--- src/rtl/qcs_pkg.sv ---
package qcs_pkg;
  // register byte offsets
  localparam logic [7:0] QCS_CTRL_OFF = 8'h00;
  localparam logic [7:0] QCS_WEIGHT_OFF = 8'h04;
  localparam logic [7:0] QCS_TAG_MAP_OFF = 8'h08;
  localparam logic [7:0] QCS_STATUS_OFF = 8'h0c;
  localparam logic [7:0] QCS_DS_MAP0_OFF = 8'h10;
  localparam logic [7:0] QCS_PORT_MAP_OFF = 8'h20;
  // control fields
  localparam int QCS_CTRL_PORT_BIT = 0;
  localparam int QCS_CTRL_TAG_BIT = 1;
  localparam int QCS_CTRL_DS_BIT = 2;
  localparam int QCS_CTRL_MODE_LSB = 4;
  // reset values
  localparam logic [31:0] QCS_WEIGHT_RST = 32'h0804_0201;
  localparam logic [15:0] QCS_TAG_MAP_RST = 16'hfa41;
  localparam logic [31:0] QCS_DS_MAP_RST = 32'h0000_0000;
  localparam logic [31:0] QCS_PORT_MAP_RST = 32'h0000_0000;
  // hybrid group weights for queues 0, 1, 2, then the equal-mode weight
  localparam logic [7:0] QCS_HYB_W0 = 8'h01;
  localparam logic [7:0] QCS_HYB_W1 = 8'h02;
  localparam logic [7:0] QCS_HYB_W2 = 8'h04;
  localparam logic [7:0] QCS_EQU_W = 8'h01;
  // structure
  localparam int QCS_NQ = 4;
  localparam int QCS_DATA_W = 16;
  localparam int QCS_FIFO_D = 16;
  localparam int QCS_PORT_W = 4;
  typedef enum logic [1:0] {
    QCS_MODE_SP = 2'b00,
    QCS_MODE_WRR = 2'b01,
    QCS_MODE_HYB = 2'b11,
    QCS_MODE_EQU = 2'b10
  } qcs_mode_e;
endpackage : qcs_pkg

--- src/rtl/qcs_top.sv ---
`timescale 1ns/100ps

// plain synchronous fifo; one entry is one whole packet descriptor
module qcs_fifo #(
  parameter int WIDTH = 16,
  parameter int DEPTH = 16
) (
  input wire logic pclk, // core clock
  input wire logic presetn, // async reset, low
  input wire logic wr_valid, // push request
  output logic wr_ready, // not full
  input wire logic [WIDTH-1:0] wr_data, // push data
  output logic rd_valid, // not empty
  input wire logic rd_ready, // pop
  output logic [WIDTH-1:0] rd_data, // head entry
  output logic [$clog2(DEPTH):0] count // occupancy
);
  localparam int AW = $clog2(DEPTH);
  logic [WIDTH-1:0] mem [DEPTH];
  logic [AW-1:0] wr_ptr_q;
  logic [AW-1:0] rd_ptr_q;
  logic [AW:0] count_q;
  wire push = wr_valid && wr_ready;
  wire pop = rd_valid && rd_ready;

  // honest flags straight from occupancy
  assign wr_ready = (count_q != DEPTH[AW:0]);
  assign rd_valid = (count_q != '0);
  assign rd_data = mem[rd_ptr_q];
  assign count = count_q;

  // storage has no reset; only pointers and count need a defined value
  always_ff @(posedge pclk) begin
    if (push) begin
      mem[wr_ptr_q] <= wr_data;
    end
  end

  always_ff @(posedge pclk or negedge presetn) begin
    if (!presetn) begin
      wr_ptr_q <= '0;
      rd_ptr_q <= '0;
      count_q <= '0;
    end else begin
      if (push) wr_ptr_q <= wr_ptr_q + 1'b1;
      if (pop) rd_ptr_q <= rd_ptr_q + 1'b1;
      if (push && !pop) count_q <= count_q + 1'b1;
      else if (pop && !push) count_q <= count_q - 1'b1;
    end
  end
endmodule : qcs_fifo

module qcs_top
  import qcs_pkg::*;
(
  input wire logic pclk, // 125 MHz core clock
  input wire logic presetn, // async reset, low
  input wire logic [7:0] paddr, // apb byte address
  input wire logic psel, // apb select
  input wire logic penable, // apb access phase
  input wire logic pwrite, // apb write
  input wire logic [31:0] pwdata, // apb write data
  output logic pready, // apb ready
  output logic [31:0] prdata, // apb read data
  output logic pslverr, // apb error on unmapped
  input wire logic in_valid, // packet descriptor offered
  output logic in_ready, // descriptor taken when high
  input wire logic [QCS_PORT_W-1:0] in_port, // ingress port number
  input wire logic in_tagged, // packet carries 802.1Q tag
  input wire logic [2:0] in_pcp, // tag priority field
  input wire logic in_is_ip, // packet is IP
  input wire logic [7:0] in_ds, // IP DS byte
  input wire logic [QCS_DATA_W-1:0] in_data, // packet handle
  output logic out_valid, // descriptor to transmit
  input wire logic out_ready, // transmitter takes it
  output logic [1:0] out_queue, // queue it came from
  output logic [QCS_DATA_W-1:0] out_data // packet handle
);
  localparam int DW = QCS_DATA_W;
  localparam int CW = $clog2(QCS_FIFO_D) + 1;

  // ---------------- register file ----------------
  logic pready_q;
  logic pslverr_q;
  logic [31:0] prdata_q;
  logic tag_en_q;
  logic ds_en_q;
  qcs_mode_e mode_q;
  logic [31:0] weight_q;
  logic [15:0] tag_map_q;
  logic [31:0] ds_map_q [4];
  logic [31:0] port_map_q;
  logic [CW-1:0] cnt [QCS_NQ];

  wire setup = psel && !penable;
  wire wr_en = psel && penable && pready_q && pwrite;
  wire sel_ctrl = (paddr == QCS_CTRL_OFF);
  wire sel_weight = (paddr == QCS_WEIGHT_OFF);
  wire sel_tag = (paddr == QCS_TAG_MAP_OFF);
  wire sel_status = (paddr == QCS_STATUS_OFF);
  wire sel_ds = (paddr[7:4] == QCS_DS_MAP0_OFF[7:4]) && (paddr[1:0] == 2'b00);
  wire sel_port = (paddr == QCS_PORT_MAP_OFF);
  wire mapped = sel_ctrl || sel_weight || sel_tag || sel_status || sel_ds || sel_port;
  wire [1:0] ds_idx = paddr[3:2];
  // port source is always on; it is the fallback of the other two
  wire [31:0] ctrl_rd = {26'h0, mode_q, 1'b0, ds_en_q, tag_en_q, 1'b1};
  wire [31:0] status_rd = {12'h0, cnt[3][4:0], cnt[2][4:0], cnt[1][4:0], cnt[0][4:0]};

  // read mux, registered in the setup cycle so the access phase answers at once
  logic [31:0] rd_mux;
  always_comb begin
    rd_mux = 32'h0;
    if (sel_ctrl) rd_mux = ctrl_rd;
    if (sel_weight) rd_mux = weight_q;
    if (sel_tag) rd_mux = {16'h0, tag_map_q};
    if (sel_status) rd_mux = status_rd;
    if (sel_ds) rd_mux = ds_map_q[ds_idx];
    if (sel_port) rd_mux = port_map_q;
  end

  // apb handshake: one wait-free access phase after each setup
  always_ff @(posedge pclk or negedge presetn) begin
    if (!presetn) begin
      pready_q <= 1'b0;
      pslverr_q <= 1'b0;
      prdata_q <= 32'h0;
    end else begin
      pready_q <= setup;
      pslverr_q <= setup && !mapped;
      prdata_q <= (setup && !pwrite) ? rd_mux : 32'h0;
    end
  end

  // configuration writes take effect at the completing edge only
  always_ff @(posedge pclk or negedge presetn) begin
    if (!presetn) begin
      tag_en_q <= 1'b0;
      ds_en_q <= 1'b0;
      mode_q <= QCS_MODE_SP;
      weight_q <= QCS_WEIGHT_RST;
      tag_map_q <= QCS_TAG_MAP_RST;
      port_map_q <= QCS_PORT_MAP_RST;
    end else if (wr_en) begin
      if (sel_ctrl) begin
        tag_en_q <= pwdata[QCS_CTRL_TAG_BIT];
        ds_en_q <= pwdata[QCS_CTRL_DS_BIT];
        mode_q <= qcs_mode_e'(pwdata[QCS_CTRL_MODE_LSB +: 2]);
      end
      if (sel_weight) weight_q <= pwdata;
      if (sel_tag) tag_map_q <= pwdata[15:0];
      if (sel_port) port_map_q <= pwdata;
    end
  end

  // dscp table, four words of sixteen two-bit entries
  genvar gi;
  generate
    for (gi = 0; gi < 4; gi++) begin : g_ds
      always_ff @(posedge pclk or negedge presetn) begin
        if (!presetn) begin
          ds_map_q[gi] <= QCS_DS_MAP_RST;
        end else if (wr_en && sel_ds && ds_idx == gi) begin
          ds_map_q[gi] <= pwdata;
        end
      end
    end
  endgenerate

  assign pready = pready_q;
  assign pslverr = pslverr_q;
  assign prdata = prdata_q;

  // ---------------- classification ----------------
  // dscp is the six msbs; the two reserved lsbs are dropped here
  wire [5:0] dscp = in_ds[7:2];
  wire [1:0] q_port = port_map_q[{in_port, 1'b0} +: 2];
  wire [1:0] q_tag = tag_map_q[{in_pcp, 1'b0} +: 2];
  wire [1:0] q_ds = ds_map_q[dscp[5:4]][{dscp[3:0], 1'b0} +: 2];
  wire use_ds = ds_en_q && in_is_ip;
  // a tag is honoured under tag mode, and for non-IP traffic under ds mode
  wire use_tag = (tag_en_q || ds_en_q) && in_tagged;
  wire [1:0] q_class = use_ds ? q_ds : (use_tag ? q_tag : q_port);

  // one-deep ingress stage; fifo back-pressure stalls in_ready
  logic stage_full_q;
  logic in_ready_q;
  logic [1:0] stage_q_q;
  logic [DW-1:0] stage_data_q;
  logic [QCS_NQ-1:0] f_wr_ready;
  logic [QCS_NQ-1:0] f_rd_valid;
  logic [QCS_NQ-1:0] f_pop;
  logic [DW-1:0] f_rd_data [QCS_NQ];
  wire accept = in_valid && in_ready_q;
  wire drain = stage_full_q && f_wr_ready[stage_q_q];
  wire stage_full_d = accept || (stage_full_q && !drain);

  always_ff @(posedge pclk or negedge presetn) begin
    if (!presetn) begin
      stage_full_q <= 1'b0;
      in_ready_q <= 1'b1;
      stage_q_q <= 2'b00;
      stage_data_q <= '0;
    end else begin
      stage_full_q <= stage_full_d;
      in_ready_q <= !stage_full_d;
      if (accept) begin
        stage_q_q <= q_class;
        stage_data_q <= in_data;
      end
    end
  end
  assign in_ready = in_ready_q;

  // four egress queues, index 3 the highest priority
  generate
    for (gi = 0; gi < QCS_NQ; gi++) begin : g_q
      qcs_fifo #(
        .WIDTH(DW),
        .DEPTH(QCS_FIFO_D)
      ) u_fifo (
        .pclk(pclk),
        .presetn(presetn),
        .wr_valid(stage_full_q && stage_q_q == gi),
        .wr_ready(f_wr_ready[gi]),
        .wr_data(stage_data_q),
        .rd_valid(f_rd_valid[gi]),
        .rd_ready(f_pop[gi]),
        .rd_data(f_rd_data[gi]),
        .count(cnt[gi])
      );
    end
  endgenerate

  // ---------------- scheduler ----------------
  logic [1:0] rr_ptr_q;
  logic [7:0] rr_cnt_q;
  logic out_valid_q;
  logic [1:0] out_queue_q;
  logic [DW-1:0] out_data_q;
  logic [1:0] pick;
  logic found;
  logic [1:0] idx;
  logic [7:0] w_pick;
  logic [7:0] base_cnt;
  logic [7:0] cnt_inc;
  logic strict_pick;
  logic [QCS_NQ-1:0] elig;

  wire load = (!out_valid_q || out_ready) && (f_rd_valid != '0);
  wire hyb_strict = (mode_q == QCS_MODE_HYB) && f_rd_valid[3];

  // the hybrid group excludes queue 3 from the weighted search
  assign elig = (mode_q == QCS_MODE_HYB) ? (f_rd_valid & 4'h7) : f_rd_valid;

  // grant selection; each grant moves one whole descriptor
  always_comb begin
    pick = rr_ptr_q;
    found = 1'b0;
    idx = 2'b00;
    w_pick = QCS_EQU_W;
    strict_pick = 1'b0;
    if (mode_q == QCS_MODE_SP) begin
      strict_pick = 1'b1;
      for (int k = 0; k < QCS_NQ; k++) begin
        if (f_rd_valid[k]) pick = 2'(k);
      end
    end else if (hyb_strict) begin
      strict_pick = 1'b1;
      pick = 2'd3;
    end else begin
      // first eligible queue from the pointer in cyclic order
      for (int k = 0; k < QCS_NQ; k++) begin
        idx = rr_ptr_q + 2'(k);
        if (!found && elig[idx]) begin
          pick = idx;
          found = 1'b1;
        end
      end
    end
    case (mode_q)
      QCS_MODE_WRR: w_pick = weight_q[{pick, 3'b000} +: 8];
      QCS_MODE_HYB: begin
        case (pick)
          2'd0: w_pick = QCS_HYB_W0;
          2'd1: w_pick = QCS_HYB_W1;
          default: w_pick = QCS_HYB_W2;
        endcase
      end
      default: w_pick = QCS_EQU_W;
    endcase
    // a zero weight would starve the queue, so treat it as one
    if (w_pick == 8'h00) w_pick = QCS_EQU_W;
    // a skipped turn restarts the credit at the queue actually served
    base_cnt = (pick == rr_ptr_q) ? rr_cnt_q : 8'h00;
    cnt_inc = base_cnt + 8'h01;
  end

  assign f_pop = load ? (4'b0001 << pick) : 4'b0000;

  // output register and round-robin credit
  always_ff @(posedge pclk or negedge presetn) begin
    if (!presetn) begin
      rr_ptr_q <= 2'b00;
      rr_cnt_q <= 8'h00;
      out_valid_q <= 1'b0;
      out_queue_q <= 2'b00;
      out_data_q <= '0;
    end else begin
      if (load) begin
        out_valid_q <= 1'b1;
        out_queue_q <= pick;
        out_data_q <= f_rd_data[pick];
        if (!strict_pick) begin
          if (cnt_inc >= w_pick) begin
            rr_ptr_q <= pick + 2'd1;
            rr_cnt_q <= 8'h00;
          end else begin
            rr_ptr_q <= pick;
            rr_cnt_q <= cnt_inc;
          end
        end
      end else if (out_ready) begin
        out_valid_q <= 1'b0;
      end
    end
  end

  assign out_valid = out_valid_q;
  assign out_queue = out_queue_q;
  assign out_data = out_data_q;
endmodule : qcs_top

--- config.mk ---
export PLATFORM = sky130hd
export DESIGN_NAME = qcs_top
export DESIGN_NICKNAME = d
export VERILOG_FILES = /design/src/rtl/qcs_pkg.sv /design/src/rtl/qcs_top.sv
export SDC_FILE = /design/constraint.sdc
export NUM_CORES = 2
export LEC_CHECK = 0
export ABC_AREA = 0
export BUFFER_PORTS_ARGS = -buffer_cell sky130_fd_sc_hd__buf_2
export CORE_MARGIN = 5
export CORE_UTILIZATION = 30
export DETAILED_ROUTE_END_ITERATION = 8
export GPL_TIMING_DRIVEN = 0
export SYNTH_ARGS = -nofsm -noshare
export SYNTH_HDL_FRONTEND = slang
export SYNTH_SLANG_ARGS = --single-unit
--- constraint.sdc ---
create_clock -name pclk -period 11.1 [get_ports pclk]
set_clock_uncertainty 0.2 [all_clocks]
set_input_delay 1.11 -clock pclk [delete_from_list [all_inputs] [get_ports pclk]]
set_output_delay 1.11 -clock pclk [all_outputs]
set_load 0.1 [all_outputs]
Yosys cells after proc, flatten, opt, wreduce, memory -nomap -nowiden
Memories as Yosys holds them, arrays and structs flattened.
Index checks and enable logic that the tools add are counted.
{"block": "classes", "div_mod_pow": 0, "n_mux": 74, "n_reduce_logical": 89, "eq_ne": 19, "n_bitwise": 4, "add_sub_neg": 21, "order_cmp": 9, "shifts": 5, "multipliers": 0}
{"cell": "$mux 32", "n": 10}
{"cell": "$bmux 32 s2", "n": 2}
{"cell": "$shiftx 32x6->2", "n": 2}
{"cell": "$logic_and 1x1->1", "n": 42}
{"cell": "$mux 5", "n": 8}
{"cell": "$add 4x1->4 const B", "n": 8}
{"cell": "$bmux 16 s2", "n": 1}
{"cell": "$mux 16", "n": 2}
{"cell": "$shiftx 32x6->8", "n": 1}
{"cell": "$mux 1", "n": 26}
{"cell": "$mux 2", "n": 12}
{"cell": "$mux 8", "n": 3}
{"cell": "$add 5x1->5 const B", "n": 4}
{"cell": "$ne 5x5->1 const B", "n": 4}
{"cell": "$reduce_bool 5->1", "n": 4}
{"cell": "$sub 5x1->5 const B", "n": 4}
{"cell": "$logic_not 1->1", "n": 17}
{"cell": "$eq 8x4->1 const B", "n": 2}
{"cell": "$logic_not 8->1", "n": 2}
{"cell": "$pmux 8 s2", "n": 1}
{"cell": "$shiftx 16x5->2", "n": 1}
{"cell": "$lt 2x3->1 const B", "n": 5}
{"cell": "$bmux 1 s2", "n": 5}
{"cell": "$eq 2x2->1 const B", "n": 5}
{"cell": "21 further kinds", "n": 50}
{"block": "word_totals", "mem_bits_ro": 0, "latchBits": 0, "mem_count": 4, "ram_bits": 1024, "output_inout_bits": 54, "inputBits": 80, "regBits": 347}
{"name": "g_q[0].u_fifo.mem", "words": 16, "width": 16, "rd": 1, "rd_ports_with_merged_regs": 0, "write_ports": 1, "line": "qcs_top.sv:19", "text": "logic [WIDTH-1:0] mem [DEPTH];"}
{"name": "g_q[1].u_fifo.mem", "words": 16, "width": 16, "rd": 1, "rd_ports_with_merged_regs": 0, "write_ports": 1, "line": "qcs_top.sv:19"}
{"name": "g_q[2].u_fifo.mem", "words": 16, "width": 16, "rd": 1, "rd_ports_with_merged_regs": 0, "write_ports": 1, "line": "qcs_top.sv:19"}
{"name": "g_q[3].u_fifo.mem", "words": 16, "width": 16, "rd": 1, "rd_ports_with_merged_regs": 0, "write_ports": 1, "line": "qcs_top.sv:19"}

Depth between registers and ports, before layout
{"block": "depth", "depth_word": 29, "depth_mapped": 25}

Hierarchy
A second synthesis with hierarchy kept.
{"block": "hier_totals", "hier_cells": 3268, "hier_area_um2": 58471.1}
{"module": "qcs_fifo", "n_inst": 4, "area_each_um2": 10871.7, "seq_area_each_um2": 8012.7, "cells_each": 548}
{"module": "qcs_top", "n_inst": 1, "area_each_um2": 14984.4, "seq_area_each_um2": 7398.3, "cells_each": 1076}

Worst setup path before layout
Ideal clock, no wire load.
{"block": "synth_timing", "path_type": "register to register", "start": "register g_q[3].u_fifo.count_q[3]", "end": "register rr_cnt_q[2]", "t_arrival_ps": 4513, "required_time_ps": 10834, "stages_incl_launch_ff": 25, "synth_period_minus_slack_ps": 4779, "path_slack_ps": 6321, "path_cell_list": "dfrtp_1 -> or4_4 -> nor2_1 -> o211ai_1 -> a211o_1 -> and2_4 -> inv_2 -> buf_2 -> buf_1 -> ha_1 -> inv_1 -> a21oi_1 -> o21ai_0 -> a21oi_1 -> a22oi_1 -> ha_1 -> nand2b_1 -> a21oi_1 -> nor2b_1 -> o21ai_0 -> a21oi_1 -> o211ai_1 -> nand2_1 -> nor2_1 -> a22o_1"}
{"block": "synth_via", "elab_chain_len": 29}
{"element": "start: declaration", "line": "qcs_top.sv:22", "text": "logic [AW:0] count_q;"}
{"element": "start signal: assignment", "line": "qcs_top.sv:47", "text": "if (push && !pop) count_q <= count_q + 1'b1;"}
{"element": "start signal: assignment", "line": "qcs_top.sv:48", "text": "else if (pop && !push) count_q <= count_q - 1'b1;"}
{"element": "$reduce_bool 5->1 *", "line": "qcs_top.sv:28", "text": "assign rd_valid = (count_q != '0);"}
{"element": "branches (longest 28 deep; another with $mux 4)"}
{"element": "end signal: assignment", "line": "qcs_top.sv:319", "text": "rr_cnt_q <= cnt_inc;"}
{"element": "end: declaration", "line": "qcs_top.sv:236", "text": "logic [7:0] rr_cnt_q;"}
Mark *: on every way between the ends. The select of a mux whose other input is x is not followed.
A chain may end at the register's enable or synchronous reset.

Final worst setup path
{"block": "layout_timing", "start": "register g_q[3].u_fifo.count_q[0]", "end": "register g_q[0].u_fifo.count_q[4]"}
{"block": "layout_via", "elab_chain_len": 28}
{"element": "$reduce_bool 5->1 *", "line": "qcs_top.sv:28"}
{"element": "$mux 4", "line": "qcs_top.sv:253", "text": "assign elig = (mode_q == QCS_MODE_HYB) ? (f_rd_valid & 4'h7) : f_rd_valid;"}
{"element": "$bmux 1 s2", "line": "qcs_top.sv:274", "text": "if (!found && elig[idx]) begin"}
{"element": "$mux 1 (implied by the code)", "line": "qcs_top.sv:274"}
{"element": "$mux 1", "line": "qcs_top.sv:274"}
{"element": "$mux 1", "line": "qcs_top.sv:267", "text": "end else if (hyb_strict) begin"}
{"element": "$mux 1", "line": "qcs_top.sv:262", "text": "if (mode_q == QCS_MODE_SP) begin"}
{"element": "$logic_not 1->1", "line": "qcs_top.sv:274"}
{"element": "(+12 left out)"}
{"element": "$mux 2", "line": "qcs_top.sv:267"}
{"element": "$mux 2", "line": "qcs_top.sv:262"}
{"element": "$shl 1x2->4", "line": "qcs_top.sv:298", "text": "assign f_pop = load ? (4'b0001 << pick) : 4'b0000;"}
{"element": "$mux 4 *", "line": "qcs_top.sv:298"}
{"element": "$logic_and 1x1->1 *", "line": "qcs_top.sv:24", "text": "wire pop = rd_valid && rd_ready;"}
{"element": "$logic_not 1->1", "line": "qcs_top.sv:47"}
{"element": "$logic_and 1x1->1", "line": "qcs_top.sv:47"}
{"element": "$mux 5 / $reduce_bool 2->1 (equally long branches)"}
{"element": "end signal: assignment", "line": "qcs_top.sv:47"}
{"element": "end signal: assignment", "line": "qcs_top.sv:48"}
{"element": "end: declaration", "line": "qcs_top.sv:22"}
Mark *: on every way between the ends. The rest lies on a longest branch, timed or not. The select of a mux whose other input is x is not followed.

==> results.sh <==
export IMPL_timing_setup_critical_path_class="flip-flop to flip-flop"
export IMPL_yosys_warnings=0
export IMPL_async_flop_share_pct=25.3
export IMPL_reg2regPathDepth=19
export IMPL_place_congestion=0.852
export IMPL_final_critical_path_time_including_i_o_delays_and_setup_ns=6.75
export IMPL_drt_initial_drc_count=3091
export IMPL_grt_start_max_net_pins=105
export IMPL_worstPathRequired_ns=11.55
export IMPL_clk_insertion_delay_late_ns=0.77
export IMPL_yosys_cell_types_count=72
export IMPL_mappedNetlistArea_um2=56800
export IMPL_reg2reg_setup_slack_ns=4.35
export IMPL_synth_most_common_cell="edfxtp_1"
export IMPL_drive_above_1_share_pct=32.1
export IMPL_total_leakage_power_nw=22.8
export IMPL_clock_fmax_ghz=0.148
export IMPL_fin_crit_sh_pct=60.9
export IMPL_firstDrtPassIters=9
export IMPL_worstPathBufferInverterCount=5
export IMPL_mappedNetlistNets=3088
export IMPL_max_slew_margin_pct=11.1
export IMPL_finalMaxSlewViolations=0
export IMPL_synthCells=2954
export IMPL_wl_per_cell_um=24.9
export IMPL_grt_pass1_wl_mm=213
export IMPL_timing_worst_slew_pin_value_ns=1.33
export IMPL_total_global_routing_track_utilization_pct=14.6
export IMPL_drt_vias_per_instance=5.06
export IMPL_cts_clk_pin_slew_worst_paths_ns=0.06
export IMPL_timing_hold_violations_final=0
export IMPL_hold_path_class="input pin to async pin"
export IMPL_clkSinkCount=1371
export IMPL_synth_area_per_cell_um2=19.2
export IMPL_area_growth_pct=15.9
export IMPL_rsz_0062_raised_after_global_routing="no"
export IMPL_floorplan_initialDensity_pct=30.2
export IMPL_antennaDiodeCount=0
export IMPL_critical_path_top_delay_family="simple AND/OR/NAND/NOR gates"
export IMPL_via_count=29600
export IMPL_htree_levels=4
export IMPL_maxCapViolations=0
export IMPL_core_rowCount=159
export IMPL_worstPathMaxFanout=12
export IMPL_worst_r2r_endpoint="g_q[0].u_fifo.count[4]"
export IMPL_worstSetupStartpointType="flip-flop"
export IMPL_num_io_pins=134
export IMPL_resized_cells_post_cts=0
export IMPL_number_of_global_route_vias_before_repair=30000
export IMPL_count_of_flip_flops_with_a_built_in_enable_after_synthesis=1024
export IMPL_outcome="complete, but fails checks"
export IMPL_floorplan_die_width_um=445
export IMPL_maximum_cell_stage_delay_along_the_critical_path_ns=0.76
export IMPL_wl_mm=146
export IMPL_yosys_register_bits=1371
export IMPL_timing_critical_path_arrival_ns=7.20
export IMPL_max_vdd_ir_drop_uv=156
export IMPL_totalNegativeSetupSlack_ns=0
export IMPL_synth_top_cells_by_area="edfxtp_1 54%, mux4_2 16%, dfrtp_1 15%, mux2_2 4.8%, nand2_1 1.2%"
export IMPL_violations="DRC"
export IMPL_dpl_cell_area_um2=61100
export IMPL_chipHeight_um=445
export IMPL_fin_util_pct=35.0
export IMPL_final_antenna_net_count=0
export IMPL_critPathSlowestCell="nor4_1"
export IMPL_setup_viol=0
export IMPL_cts_root_buffer_cell="clkbuf_16"
export IMPL_design_power_total_mw=13.6
export IMPL_synth_cells_most_frequent="1024 x edfxtp_1, 409 x mux4_2, 334 x dfrtp_1"
export IMPL_port_buffers=127
export IMPL_post_cts_setup_buffer_count=0
export IMPL_power_per_cell_area_nw_per_um2=206
export IMPL_grt_antenna_before_repair=3
export IMPL_synth_seq_area_share_pct=69.4
export IMPL_cts_path_max_buffers=3
export IMPL_cts_tree="built"
export IMPL_path_cells="nor4_1, nand2b_1, o21a_1, a211o_1, and2_4, inv_2, buf_2, buf_1, ha_1, and3_1, inv_1, ha_1, inv_1, ha_1, a21o_1, a21oi_1, xnor2_1, nor2_1, xnor2_1"
export IMPL_holdBufCountCts=0
export IMPL_timing_critical_path_to_type="flip-flop"
export IMPL_core_area_um2=188000
export IMPL_synthDominantCellAreaShare_pct=54.1
export IMPL_layout_nets=3378
export IMPL_netlist_top_cell_by_area="edfxtp_1"
export IMPL_grt_overflow=0
export IMPL_reg2reg_from="g_q[3].u_fifo.count[0]"
export IMPL_die_area_um2=198000
export IMPL_area_of_all_placed_cells_without_fillers_um2=65900
export IMPL_cts_made_buffers=140
export IMPL_place_detailed_hpwl_mm=101
export IMPL_worst_path_most_repeated_cell="ha_1"
export IMPL_detail_route_drc_violations=1
export IMPL_synthFlopType="edfxtp_1"
-- cell families (layout without fill, tap and decap cells) --
logic type	count (synthesis)	in the layout	share of synthesized area [%]
compound gates	230	230	2.64
simple gates	385	385	3.32
fa+ha+maj	54	54	1.24
mux	664	664	21.2
flops	1371	1371	69.4
xor+xnor	50	50	0.797
buf+inv	200	606	1.36
-- power breakdown --
group          internal [mW]  leakage (nW)  switching, mW
registers               5.95          13.8          0.240
logic                  0.896          6.61           1.53
clock network           2.92          2.37           2.03
-- placed cells by master, fill, tap and decap left out, drive strengths merged, types with 45 or more instances in the layout --
cell type / n
edfxtp: 1024
mux4: 409
dfrtp: 334
clkbuf: 281
mux2: 242
buf: 214
nand2: 187
a21oi: 82
and2: 69
o21ai: 54
ha: 50
clkinv: 45
-- worst max path at each step --
stage | slack [ns] | cells after the start | end | from
floorplan | 6.32 | 24 | rr_cnt_q[2] | g_q[3].u_fifo.count[3]
global route | 3.93 | 24 | rr_cnt_q[2] | g_q[3].u_fifo.count[0]
detailed placement | 4.29 | 19 | g_q[0].u_fifo.count[4] | g_q[3].u_fifo.count[0]
global placement | 1.39 | 1 | out_data[13] | presetn
finish | 4.35 | 19 | g_q[0].u_fifo.count[4] | g_q[3].u_fifo.count[0]
CTS | 4.26 | 19 | g_q[0].u_fifo.count[4] | g_q[3].u_fifo.count[0]
-- metrics by stage --
step	setup WS, ns	cells	hold WS (ns)
floorplan	6.32	2954	0.272
global placement	1.39	5576	0.265
detailed placement	4.29	5597	0.269
CTS	4.26	5855	0.0761
global route	3.93	5855	0.114
finish	4.35	5855	0.0870
-- sequential cells by signal (all words and copies together), names as in the netlist, 2 cells and up --
register             flops
stage_data_q            16
g_q.u_fifo.mem        1024
ds_map_q               128
g_q.u_fifo.rd_ptr_q     16
weight_q                32
g_q.u_fifo.wr_ptr_q     16
tag_map_q               16
g_q.u_fifo.count        20
mode_q                   2
rr_cnt_q                 8
port_map_q              32
out_data                16
out_queue                2
rr_ptr_q                 2
stage_q_q                2
prdata                  32
-- layout make-up --
| type | instances | area (µm²) |
|---|---|---|
| Fill cell | 17700 | 122000 |
| Multi-Input combinational cell | 1383 | 16600 |
| Clock buffer | 180 | 3820 |
| Sequential cell | 1371 | 39500 |
| Tap cell | 2495 | 3120 |
| Timing Repair Buffer | 148 | 1070 |
| Buffer | 167 | 652 |
| Inverter | 33 | 124 |
| Clock inverter | 78 | 1010 |
-- metal layers --
metal	vias to the layer above	share of wire (%)	GRT usage, %
li1	12500	-	-
met1	15900	44	20.6
met2	977	47	22.9
met3	248	6.0	2.44
met4	2	3.3	4.97
met5	-	0.0075	0
Note: power is estimated with default switching activity, not from simulation.
